`config.mk`:
```
export PLATFORM = sky130hd
export DESIGN_NAME = usb_uart_custom_ctrl_and_notify
export DESIGN_NICKNAME = d
export VERILOG_FILES = /design/src/logic/notify_pkg.sv /design/src/logic/usb_uart_custom_ctrl_and_notify.sv
export SDC_FILE = /design/constraint.sdc
export NUM_CORES = 1
export LEC_CHECK = 0
export BUFFER_PORTS_ARGS = -buffer_cell sky130_fd_sc_hd__buf_4
export CORE_MARGIN = 2
export CORE_UTILIZATION = 39
export DETAILED_ROUTE_END_ITERATION = 6
export PLACE_DENSITY = 0.73
export SLEW_MARGIN = 30
export SYNTH_ARGS = -nofsm -noshare
export SYNTH_HDL_FRONTEND = slang
export SYNTH_SLANG_ARGS = --single-unit
```
`constraint.sdc`:
```
create_clock -name ref_clk -period 5.05 [get_ports ref_clk]
set_input_delay 1.01 -clock ref_clk [delete_from_list [all_inputs] [get_ports ref_clk]]
set_output_delay 1.01 -clock ref_clk [all_outputs]
set_load 0.01 [all_outputs]
```
`src/logic/notify_pkg.sv`:
```
/*
  Shared constants, carriers and helpers for the per-channel custom control
  and serial-state notification block.
  Assumes a 32-bit AXI4-Lite register bus with word-aligned registers.
*/
package notify_pkg;
  // Register indices; byte address is four times the index
  localparam logic [5:0] IDX_CUSTOM     = 6'h03;
  localparam logic [5:0] IDX_FORWARD    = 6'h04;
  localparam logic [5:0] IDX_PIN_SELECT = 6'h06;
  localparam logic [5:0] IDX_IRQ_STATUS = 6'h10;
  localparam logic [5:0] IDX_IRQ_MASK   = 6'h11;
  localparam logic [5:0] IDX_STATE      = 6'h12;
  localparam int unsigned ADDR_W        = 8;

  // Field positions
  localparam int unsigned CUSTOM_WIDE_BIT = 0;
  localparam int unsigned CUSTOM_PKT_BIT  = 1;
  localparam int unsigned FORWARD_EN_BIT  = 0;
  localparam int unsigned IRQ_SENT_BIT    = 0;
  localparam int unsigned IRQ_ACM_BIT     = 1;
  localparam int unsigned IRQ_TIMEOUT_BIT = 2;
  localparam int unsigned IRQ_W           = 3;

  // Reset values and writable-bit masks
  localparam logic [7:0] CUSTOM_RST     = 8'h00;
  localparam logic [7:0] FORWARD_RST    = 8'h00;
  localparam logic [7:0] PIN_SELECT_RST = 8'h00;
  localparam logic [2:0] IRQ_MASK_RST   = 3'h0;
  localparam logic [7:0] CUSTOM_WMASK   = 8'h03;
  localparam logic [7:0] FORWARD_WMASK  = 8'h01;
  localparam logic [7:0] PIN_SEL_WMASK  = 8'h7b;

  // Bulk packet sizes and receive forwarding figures
  localparam logic [6:0]  PKT_SIZE_FULL      = 7'h40;
  localparam logic [6:0]  PKT_SIZE_SHORT     = 7'h3f;
  localparam logic [31:0] LOW_BAUD_THRESHOLD = 32'h0000b749;
  localparam int unsigned RX_FULL_BYTES      = 64;
  localparam logic [1:0]  TIMEOUT_CHARS      = 2'h3;

  // Notification packet fields
  localparam logic [7:0]  REQ_TYPE     = 8'ha1;
  localparam logic [7:0]  NOTIF_CODE   = 8'h20;
  localparam logic [15:0] NOTIF_VALUE  = 16'h0000;
  localparam logic [15:0] NOTIF_INDEX  = 16'h0000;
  localparam logic [15:0] NOTIF_LENGTH = 16'h0002;
  localparam logic [3:0]  LAST_BYTE    = 4'h9;

  // Bus responses
  localparam logic [1:0] RESP_OKAY   = 2'h0;
  localparam logic [1:0] RESP_SLVERR = 2'h2;

  // Line flags reported in the low data byte
  typedef struct packed {
    logic overrun;
    logic parity;
    logic framing;
    logic ring;
    logic brk;
    logic tx_carrier;
    logic rx_carrier;
  } line_state_t;

  typedef enum logic [0:0] {
    SND_IDLE = 1'b0,
    SND_BUSY = 1'b1
  } send_state_t;

  // Data word: line flags low, selected pins high (pins indexed by pin number)
  function automatic logic [15:0] state_word(line_state_t ls, logic [5:0] pin, logic [7:0] sel);
    logic [7:0] hi;
    hi = {1'b0, pin[5] & sel[6], pin[4] & sel[5], pin[3] & sel[4],
          pin[0] & sel[3], 1'b0, pin[2] & sel[1], pin[1] & sel[0]};
    return {hi, 1'b0, ls};
  endfunction : state_word

  // Byte of the ten-byte packet at a given offset, little-endian fields
  function automatic logic [7:0] packet_byte(logic [3:0] idx, logic [15:0] data);
    case (idx)
      4'h0:    return REQ_TYPE;
      4'h1:    return NOTIF_CODE;
      4'h2:    return NOTIF_VALUE[7:0];
      4'h3:    return NOTIF_VALUE[15:8];
      4'h4:    return NOTIF_INDEX[7:0];
      4'h5:    return NOTIF_INDEX[15:8];
      4'h6:    return NOTIF_LENGTH[7:0];
      4'h7:    return NOTIF_LENGTH[15:8];
      4'h8:    return data[7:0];
      4'h9:    return data[15:8];
      default: return 8'h00;
    endcase
  endfunction : packet_byte

  // Register indices that answer OKAY
  function automatic logic reg_mapped(logic [5:0] idx);
    return idx inside {IDX_CUSTOM, IDX_FORWARD, IDX_PIN_SELECT, IDX_IRQ_STATUS, IDX_IRQ_MASK, IDX_STATE};
  endfunction : reg_mapped
endpackage : notify_pkg

```
`src/logic/usb_uart_custom_ctrl_and_notify.sv`:
```
/*
  One channel of custom control and serial-state notification: wide mode and
  packet size selection, receive forwarding policy, and the ten-byte
  interrupt notification streamed to the USB engine.
  Assumes a single ref_clk domain; modem and pin inputs are asynchronous,
  all other inputs come from logic on ref_clk. Software uses AXI4-Lite.
*/
// Operation
// - Custom bit 0 picks normal character handling or wide mode.
// - Packet size bit reports 64 bytes when clear, 63 when set.
// - A CDC ACM class command sets the packet size bit.
// - Baud rate below 46921 sets the low-latency bit automatically.
// - Without low latency, hold data until 64 bytes or 3 character times.
// - With low latency, hand all FIFO data to the next bulk IN request.
// - Pin select bits enable pins 1,2,0,3,4,5 at bits 0,1,3,4,5,6.
// - Notification byte 0 is 8'b10100001.
// - Notification byte 1 is the serial state code 8'h20.
// - Value and index fields are zero, interface number zero.
// - Length field is two, two data bytes follow, ten bytes total.
// - Low data byte carries overrun, parity, framing, ring, break, DSR, DCD.
// - Upper byte carries enabled pins 5,4,3,0 on D14..D11, pins 2,1 on D9,D8.
// - Carrier flags mirror the DSR and DCD inputs.
// - An unmasked input pin change triggers a notification.
`timescale 1ns/10ps
module usb_uart_custom_ctrl_and_notify #(
  parameter int unsigned RX_COUNT_W = 9
) (
  // Clock and reset
  input  wire logic                          ref_clk,
  input  wire logic                          sys_rst,
  // AXI4-Lite write channels
  input  wire logic [notify_pkg::ADDR_W-1:0] s_axi_awaddr,
  input  wire logic                          s_axi_awvalid,
  output logic                               s_axi_awready,
  input  wire logic [31:0]                   s_axi_wdata,
  input  wire logic [3:0]                    s_axi_wstrb,
  input  wire logic                          s_axi_wvalid,
  output logic                               s_axi_wready,
  output logic [1:0]                         s_axi_bresp,
  output logic                               s_axi_bvalid,
  input  wire logic                          s_axi_bready,
  // AXI4-Lite read channels
  input  wire logic [notify_pkg::ADDR_W-1:0] s_axi_araddr,
  input  wire logic                          s_axi_arvalid,
  output logic                               s_axi_arready,
  output logic [31:0]                        s_axi_rdata,
  output logic [1:0]                         s_axi_rresp,
  output logic                               s_axi_rvalid,
  input  wire logic                          s_axi_rready,
  // Channel setup from the USB and baud logic
  input  wire logic [31:0]                   baud_rate_bps,
  input  wire logic                          acm_cmd_seen,
  // Receive FIFO side
  input  wire logic [RX_COUNT_W-1:0]         rx_fifo_count,
  input  wire logic                          rx_byte_stored,
  input  wire logic                          char_time_tick,
  input  wire logic                          bulk_in_req,
  // UART line events and states
  input  wire logic                          overrun_evt,
  input  wire logic                          parity_evt,
  input  wire logic                          framing_evt,
  input  wire logic                          break_state,
  // Asynchronous modem and general-purpose pins
  input  wire logic                          ring_pin,
  input  wire logic                          dsr_pin,
  input  wire logic                          dcd_pin,
  input  wire logic [5:0]                    pin_in,
  input  wire logic [5:0]                    pin_is_input,
  input  wire logic [5:0]                    pin_int_mask,
  // Interrupt endpoint stream
  input  wire logic                          intr_poll,
  input  wire logic                          notif_ready,
  output logic                               notif_valid,
  output logic [7:0]                         notif_data,
  output logic                               notif_last,
  // Channel controls and forwarding
  output logic                               wide_mode_en,
  output logic [6:0]                         max_packet_size,
  output logic                               low_latency_en,
  output logic                               rx_forward_ready,
  output logic                               rx_release,
  output logic [RX_COUNT_W-1:0]              rx_release_count,
  // Interrupt
  output logic                               irq
);

  // Count must hold a full packet
  if (RX_COUNT_W < 7) begin : g_check
    $error("RX_COUNT_W too small for a full packet count");
  end

  localparam logic [RX_COUNT_W-1:0] FULL_CNT = RX_COUNT_W'(notify_pkg::RX_FULL_BYTES);

  // Bus state
  logic                          aw_hold_q;
  logic                          w_hold_q;
  logic [notify_pkg::ADDR_W-1:0] awaddr_q;
  logic [7:0]                    wdata_q;
  logic                          wstrb0_q;
  logic                          awready_q;
  logic                          wready_q;
  logic                          bvalid_q;
  logic [1:0]                    bresp_q;
  logic                          arready_q;
  logic                          rvalid_q;
  logic [31:0]                   rdata_q;
  logic [1:0]                    rresp_q;

  // Registers
  logic [7:0]            custom_q;
  logic [7:0]            forward_q;
  logic [7:0]            pin_sel_q;
  logic [2:0]            irq_stat_q;
  logic [2:0]            irq_mask_q;
  logic [6:0]            max_pkt_q;
  logic                  irq_q;

  // Two-flop synchronisers plus previous-value flops for change detection
  logic [8:0]            sync1_q;
  logic [8:0]            sync2_q;
  logic [8:0]            prev_q;
  logic                  brk_prev_q;

  // Receive forwarding state
  logic [1:0]            char_cnt_q;
  logic                  timeout_q;
  logic                  fwd_ready_q;
  logic                  release_q;
  logic [RX_COUNT_W-1:0] release_cnt_q;

  // Notification state
  notify_pkg::send_state_t snd_q;
  logic                    pending_q;
  logic [2:0]              err_q;
  logic [15:0]             word_q;
  logic [3:0]              idx_q;
  logic                    nvalid_q;
  logic [7:0]              ndata_q;
  logic                    nlast_q;

  // Write decode
  wire       wr_fire    = aw_hold_q & w_hold_q & ~bvalid_q;
  wire [5:0] wr_idx     = awaddr_q[7:2];
  wire       wr_b0      = wr_fire & wstrb0_q;
  wire       wr_custom  = wr_b0 & (wr_idx == notify_pkg::IDX_CUSTOM);
  wire       wr_forward = wr_b0 & (wr_idx == notify_pkg::IDX_FORWARD);
  wire       wr_pin_sel = wr_b0 & (wr_idx == notify_pkg::IDX_PIN_SELECT);
  wire       wr_status  = wr_b0 & (wr_idx == notify_pkg::IDX_IRQ_STATUS);
  wire       wr_mask    = wr_b0 & (wr_idx == notify_pkg::IDX_IRQ_MASK);
  wire       wr_mapped  = notify_pkg::reg_mapped(wr_idx);

  // Read decode; unmapped reads give zero and SLVERR
  wire       rd_fire   = s_axi_arvalid & arready_q;
  wire [5:0] rd_idx    = s_axi_araddr[7:2];
  wire [7:0] state_rd  = {4'h0, pending_q, snd_q == notify_pkg::SND_BUSY, fwd_ready_q, timeout_q};
  wire [7:0] rd_byte   =
    (rd_idx == notify_pkg::IDX_CUSTOM)     ? custom_q :
    (rd_idx == notify_pkg::IDX_FORWARD)    ? forward_q :
    (rd_idx == notify_pkg::IDX_PIN_SELECT) ? pin_sel_q :
    (rd_idx == notify_pkg::IDX_IRQ_STATUS) ? {5'h00, irq_stat_q} :
    (rd_idx == notify_pkg::IDX_IRQ_MASK)   ? {5'h00, irq_mask_q} :
    (rd_idx == notify_pkg::IDX_STATE)      ? state_rd : 8'h00;
  wire       rd_mapped = notify_pkg::reg_mapped(rd_idx);

  // Write slave: AW and W in either order, one write at a time
  always_ff @(posedge ref_clk) begin
    if (sys_rst) begin
      aw_hold_q <= 1'b0;
      w_hold_q  <= 1'b0;
      awaddr_q  <= '0;
      wdata_q   <= 8'h00;
      wstrb0_q  <= 1'b0;
      awready_q <= 1'b1;
      wready_q  <= 1'b1;
      bvalid_q  <= 1'b0;
      bresp_q   <= notify_pkg::RESP_OKAY;
    end else begin
      if (s_axi_awvalid & awready_q) begin
        aw_hold_q <= 1'b1;
        awaddr_q  <= s_axi_awaddr;
        awready_q <= 1'b0;
      end
      if (s_axi_wvalid & wready_q) begin
        w_hold_q <= 1'b1;
        wdata_q  <= s_axi_wdata[7:0];
        wstrb0_q <= s_axi_wstrb[0];
        wready_q <= 1'b0;
      end
      if (wr_fire) begin
        bvalid_q  <= 1'b1;
        bresp_q   <= wr_mapped ? notify_pkg::RESP_OKAY : notify_pkg::RESP_SLVERR;
        aw_hold_q <= 1'b0;
        w_hold_q  <= 1'b0;
      end
      if (bvalid_q & s_axi_bready) begin
        bvalid_q  <= 1'b0;
        awready_q <= 1'b1;
        wready_q  <= 1'b1;
      end
    end
  end

  // Read channel answers one cycle after the address is taken
  always_ff @(posedge ref_clk) begin
    if (sys_rst) begin
      arready_q <= 1'b1;
      rvalid_q  <= 1'b0;
      rdata_q   <= 32'h0000_0000;
      rresp_q   <= notify_pkg::RESP_OKAY;
    end else if (rd_fire) begin
      arready_q <= 1'b0;
      rvalid_q  <= 1'b1;
      rdata_q   <= {24'h000000, rd_byte};
      rresp_q   <= rd_mapped ? notify_pkg::RESP_OKAY : notify_pkg::RESP_SLVERR;
    end else if (rvalid_q & s_axi_rready) begin
      rvalid_q  <= 1'b0;
      arready_q <= 1'b1;
    end
  end

  // Control next values; hardware sets beat a software write
  wire       low_baud   = baud_rate_bps < notify_pkg::LOW_BAUD_THRESHOLD;
  wire [7:0] custom_wr  = wr_custom ? (wdata_q & notify_pkg::CUSTOM_WMASK) : custom_q;
  wire [7:0] custom_d   = custom_wr | {6'h00, acm_cmd_seen, 1'b0};
  wire [7:0] forward_wr = wr_forward ? (wdata_q & notify_pkg::FORWARD_WMASK) : forward_q;
  wire [7:0] forward_d  = forward_wr | {7'h00, low_baud};
  wire [7:0] pin_sel_d  = wr_pin_sel ? (wdata_q & notify_pkg::PIN_SEL_WMASK) : pin_sel_q;

  always_ff @(posedge ref_clk) begin
    if (sys_rst) begin
      custom_q  <= notify_pkg::CUSTOM_RST;
      forward_q <= notify_pkg::FORWARD_RST;
      pin_sel_q <= notify_pkg::PIN_SELECT_RST;
      max_pkt_q <= notify_pkg::PKT_SIZE_FULL;
    end else begin
      custom_q  <= custom_d;
      forward_q <= forward_d;
      pin_sel_q <= pin_sel_d;
      // Size tracks the select bit
      max_pkt_q <= custom_d[notify_pkg::CUSTOM_PKT_BIT] ? notify_pkg::PKT_SIZE_SHORT
                                                        : notify_pkg::PKT_SIZE_FULL;
    end
  end

  // Status is write-one-to-clear; a same-cycle event wins
  wire [2:0] irq_evt;
  wire [2:0] irq_stat_d = (irq_stat_q & ~(wr_status ? wdata_q[2:0] : 3'h0)) | irq_evt;
  wire [2:0] irq_mask_d = wr_mask ? wdata_q[2:0] : irq_mask_q;

  always_ff @(posedge ref_clk) begin
    if (sys_rst) begin
      irq_stat_q <= 3'h0;
      irq_mask_q <= notify_pkg::IRQ_MASK_RST;
      irq_q      <= 1'b0;
    end else begin
      irq_stat_q <= irq_stat_d;
      irq_mask_q <= irq_mask_d;
      irq_q      <= |(irq_stat_d & irq_mask_d);
    end
  end

  // Pins cross in two flops; prev_q reads stage two only
  always_ff @(posedge ref_clk) begin
    if (sys_rst) begin
      sync1_q    <= 9'h000;
      sync2_q    <= 9'h000;
      prev_q     <= 9'h000;
      brk_prev_q <= 1'b0;
    end else begin
      sync1_q    <= {ring_pin, dsr_pin, dcd_pin, pin_in};
      sync2_q    <= sync1_q;
      prev_q     <= sync2_q;
      brk_prev_q <= break_state;
    end
  end

  // Forwarding: full packet, three idle characters, or low latency
  wire                  fifo_nonempty = rx_fifo_count != '0;
  wire                  ll_en         = forward_q[notify_pkg::FORWARD_EN_BIT];
  wire                  timer_clr     = rx_byte_stored | release_q | ~fifo_nonempty;
  wire                  timeout_hit   = char_time_tick & (char_cnt_q == notify_pkg::TIMEOUT_CHARS - 2'h1);
  wire                  fwd_ready_d   = ll_en ? fifo_nonempty
                                            : (rx_fifo_count >= FULL_CNT) | timeout_q;
  wire                  release_go    = bulk_in_req & fwd_ready_q;

  always_ff @(posedge ref_clk) begin
    if (sys_rst) begin
      char_cnt_q    <= 2'h0;
      timeout_q     <= 1'b0;
      fwd_ready_q   <= 1'b0;
      release_q     <= 1'b0;
      release_cnt_q <= '0;
    end else begin
      if (timer_clr) begin
        char_cnt_q <= 2'h0;
        timeout_q  <= 1'b0;
      end else if (timeout_hit & ~timeout_q) begin
        char_cnt_q <= notify_pkg::TIMEOUT_CHARS;
        timeout_q  <= 1'b1;
      end else if (char_time_tick & ~timeout_q) begin
        char_cnt_q <= char_cnt_q + 2'h1;
      end
      fwd_ready_q <= fwd_ready_d & ~release_go;
      release_q   <= release_go;
      if (release_go) begin
        release_cnt_q <= rx_fifo_count;
      end
    end
  end

  // Events that call for a notification
  wire [5:0] pin_change  = (sync2_q[5:0] ^ prev_q[5:0]) & pin_is_input & ~pin_int_mask;
  wire       modem_chg   = |(sync2_q[8:6] ^ prev_q[8:6]);
  wire       err_evt     = overrun_evt | parity_evt | framing_evt;
  wire       trigger     = (|pin_change) | modem_chg | err_evt | (break_state ^ brk_prev_q);
  wire       start_send  = (snd_q == notify_pkg::SND_IDLE) & pending_q & intr_poll;
  wire       byte_taken  = nvalid_q & notif_ready;
  wire       send_done   = byte_taken & (idx_q == notify_pkg::LAST_BYTE);
  wire [3:0] idx_next    = idx_q + 4'h1;

  // Snapshot of line state; errors latch until a packet carries them
  notify_pkg::line_state_t line_now;
  assign line_now.overrun    = err_q[2];
  assign line_now.parity     = err_q[1];
  assign line_now.framing    = err_q[0];
  assign line_now.ring       = sync2_q[8];
  assign line_now.brk        = break_state;
  assign line_now.tx_carrier = sync2_q[7];
  assign line_now.rx_carrier = sync2_q[6];
  wire [15:0] word_now = notify_pkg::state_word(line_now, sync2_q[5:0], pin_sel_q);

  assign irq_evt = {timeout_hit & ~timeout_q & ~timer_clr, acm_cmd_seen, send_done};

  // Sender: ten bytes, one per accepted beat
  always_ff @(posedge ref_clk) begin
    if (sys_rst) begin
      snd_q     <= notify_pkg::SND_IDLE;
      pending_q <= 1'b0;
      err_q     <= 3'h0;
      word_q    <= 16'h0000;
      idx_q     <= 4'h0;
      nvalid_q  <= 1'b0;
      ndata_q   <= 8'h00;
      nlast_q   <= 1'b0;
    end else begin
      // A trigger during the start cycle keeps a further packet pending
      pending_q <= (pending_q & ~start_send) | trigger;
      err_q     <= (start_send ? 3'h0 : err_q) | {overrun_evt, parity_evt, framing_evt};
      case (snd_q)
        notify_pkg::SND_IDLE: begin
          if (start_send) begin
            snd_q    <= notify_pkg::SND_BUSY;
            word_q   <= word_now;
            idx_q    <= 4'h0;
            nvalid_q <= 1'b1;
            ndata_q  <= notify_pkg::packet_byte(4'h0, word_now);
            nlast_q  <= 1'b0;
          end
        end
        notify_pkg::SND_BUSY: begin
          if (send_done) begin
            snd_q    <= notify_pkg::SND_IDLE;
            nvalid_q <= 1'b0;
            nlast_q  <= 1'b0;
            ndata_q  <= 8'h00;
          end else if (byte_taken) begin
            idx_q   <= idx_next;
            ndata_q <= notify_pkg::packet_byte(idx_next, word_q);
            nlast_q <= idx_next == notify_pkg::LAST_BYTE;
          end
        end
        default: begin
          snd_q    <= notify_pkg::SND_IDLE;
          nvalid_q <= 1'b0;
        end
      endcase
    end
  end

  // Outputs straight from flops
  assign s_axi_awready    = awready_q;
  assign s_axi_wready     = wready_q;
  assign s_axi_bvalid     = bvalid_q;
  assign s_axi_bresp      = bresp_q;
  assign s_axi_arready    = arready_q;
  assign s_axi_rvalid     = rvalid_q;
  assign s_axi_rdata      = rdata_q;
  assign s_axi_rresp      = rresp_q;
  assign wide_mode_en     = custom_q[notify_pkg::CUSTOM_WIDE_BIT];
  assign max_packet_size  = max_pkt_q;
  assign low_latency_en   = forward_q[notify_pkg::FORWARD_EN_BIT];
  assign rx_forward_ready = fwd_ready_q;
  assign rx_release       = release_q;
  assign rx_release_count = release_cnt_q;
  assign notif_valid      = nvalid_q;
  assign notif_data       = ndata_q;
  assign notif_last       = nlast_q;
  assign irq              = irq_q;

endmodule : usb_uart_custom_ctrl_and_notify

```
==> results.toml <==
[grt]
grt_pass1_vias = 4339
track_usage_pct = 18.7
grt_max_degree = 64
overflow = 0
antenna_found_initial = 0
grt_pass1_wl_um = 21000

[floorplanning]
die-area_um2 = 14100
fp.dieW_um = 119
die_h_um = 119
row_count = 41
start_util_pct = 40.4
core_um2 = 12700
io_pins = 203

[place]
port_buffers = 143
gp_congestion = 0.863
pre_cts_slack_ns = 2.30
hpwl_um = 9650

[sta]
slew_violations = 0
fin_ws_ns = 2.74
fin_skew_ns = 0.00662
max_slew_margin_pct = 52.3
finalSetupTns_ns = 0
setup_viol = 0
tightest_slew_ns = 0.713
max_freq_mhz = 432
rsz0062_at_grt = "no"
hold_viol = 0
post-route-period-util_pct = 45.8
finalCriticalPeriod_ns = 2.31

[drt]
wl_per_cell_um = 14.4
vias = 4610
ant_nets = 0
drt-pass1-iter-count = 5
drt_iter0_drc = 329
drt-total-wl_um = 13000
drc = 0
post_drt_via_cell_ratio = 5.10

[worst_setup_path]
required_ns = 5.35
slowest_stage = "buf_4"
critPathTopFamily = "buffers and inverters"
end_kind = "flop"
cp-start-kind = "input pin"
crit_fanout = 63
arrival_ns = 2.62
worstSetupPathType = "in -> reg"
critPathBufInv = 2
crit_path_cell_trace = "buf_4, inv_1, and3_1, a211o_1"
slowest_delay_ns = 0.51

[run_status]
status = "finished clean"

[synth]
syn_area_per_cell_um2 = 8.75
synth_area_leader_cell = "dfxtp_1"
synth_ff_type = "dfxtp_1"
ys_seq_area_share_pct = 47.1
synth_area_um2 = 5140
async_flop_share_pct = 0
synthTopCellsByArea = "dfxtp_1, nand2_1, a21oi_1"
synthTopCellsByCount = "dfxtp_1, nand2_1, a21oi_1"
yosysWarnings = 0
synth_top_area_share_pct = 47.1
post_synth_num_cell_types = 60
syn-instance-count = 588
synth-edff-count = 0
synth.most_common_cell = "dfxtp_1"
ys_ff_latch = 121

[clock_tree]
clk_pin_slew_ns = 0.06
cts_buffer_depth = 2
cts_resized = 0
cts-buffers-inserted = 17
htree_levels = 4
postCtsHoldBufs = 0
cts_sinks = 121
cts_setup_buffers = 0
clockRootBuffer = "clkbuf_16"
cts_tree = "built"
clk-insertion-delay-late_ns = 0.41

[final_layout]
nNetsFinal = 855
diodes = 0
area_growth_pct = 32.1
drive_above_1_share_pct = 25.3

[run]
cap_violations = 0

[hold_path]
holdCritPathClass = "reg -> reg"

[pwr]
p_leak_nw = 2.90
powerDensity_nw_per_um2 = 358
peakVddDrop_mv = 0.265
[cell type report]
| type | instances | area (µm²) |
|---|---|---|
| timing repair buffer | 144 | 1080 |
| sequential | 121 | 2420 |
| fill | 1173 | 5930 |
| clock buffer | 19 | 453 |
| multi-input combinational | 424 | 2440 |
| tap | 172 | 215 |
| inverter | 11 | 41.3 |
| clock inverter | 13 | 146 |
[per-stage QoR]
step                      power, W  area (µm²)  hold slack [ns]  std cells  utilization [%]
final                      0.00243        6800            0.434        904             53.4
after global routing       0.00252        6800            0.455        904             53.4
after CTS                  0.00245        6800            0.436        904             53.4
after detailed placement   0.00126        6200            0.422        872             48.7
after global placement     0.00125        6200            0.423        872             48.7
after floorplan            0.00116        5240            0.414        614                -
[worst paths after layout]
| path | slack, ns | cells after the start | startpoint | to |
|---|---|---|---|---|
| worst max-delay path | 2.74 | 4 | sys_rst | notif_data[5] |
| worst min-delay path | 0.43 | 1 | sync1_q[4] | sync2_q[4] |
| worst max register to register | 2.92 | 5 | idx_q[0] | notif_data[3] |
| worst min register to register | 0.43 | 1 | sync1_q[4] | sync2_q[4] |
[cells by family after synthesis]
logic type	synth area share (%)
simple gates	23.7
compound gates	14.9
flops	47.1
buf+inv	7.42
mux	3.36
xor+xnor	2.21
fa+ha+maj	1.22
other cells	0.0729
[state kept, by name, summed over array words and instances, names as in the netlist, 7 cells and up]
register / cells
wdata_q: 7
word_q: 13
sync1_q: 9
rx_release_count: 9
notif_data: 8
sync2_q: 9
prev_q: 9
s_axi_rdata: 7
[placed cells by master, fill, tap and decap left out, drive strengths merged, types with 6 or more instances in the layout]
cell,instances
a22oi,11
nor2,42
nor3,11
and2,6
xor2,10
inv,12
a21oi,56
buf,144
nor2b,34
mux2i,15
o21ai,18
nand2,77
nand3,19
clkbuf,19
nor4,7
conb,27
nand3b,8
dfxtp,121
[power by group]
group / internal, W / total [W] / switching [W]
Sequential: 0.000994 / 0.00102 / 0.0000288
Clock: 0.000754 / 0.00119 / 0.000439
Combinational: 0.000108 / 0.000215 / 0.000108
Total: 0.00186 / 0.00243 / 0.000576
[per-layer routing]
metal	track usage, %	part of all wire [%]	wire length [µm]	vias up
li1	-	-	-	2262
met1	24.5	45	5840	2151
met2	29.0	48	6190	169
met3	4.84	5.4	698	28
met4	7.89	2.2	291	0
met5	0	0	0	-
Note: power is estimated with default switching activity, not from simulation.
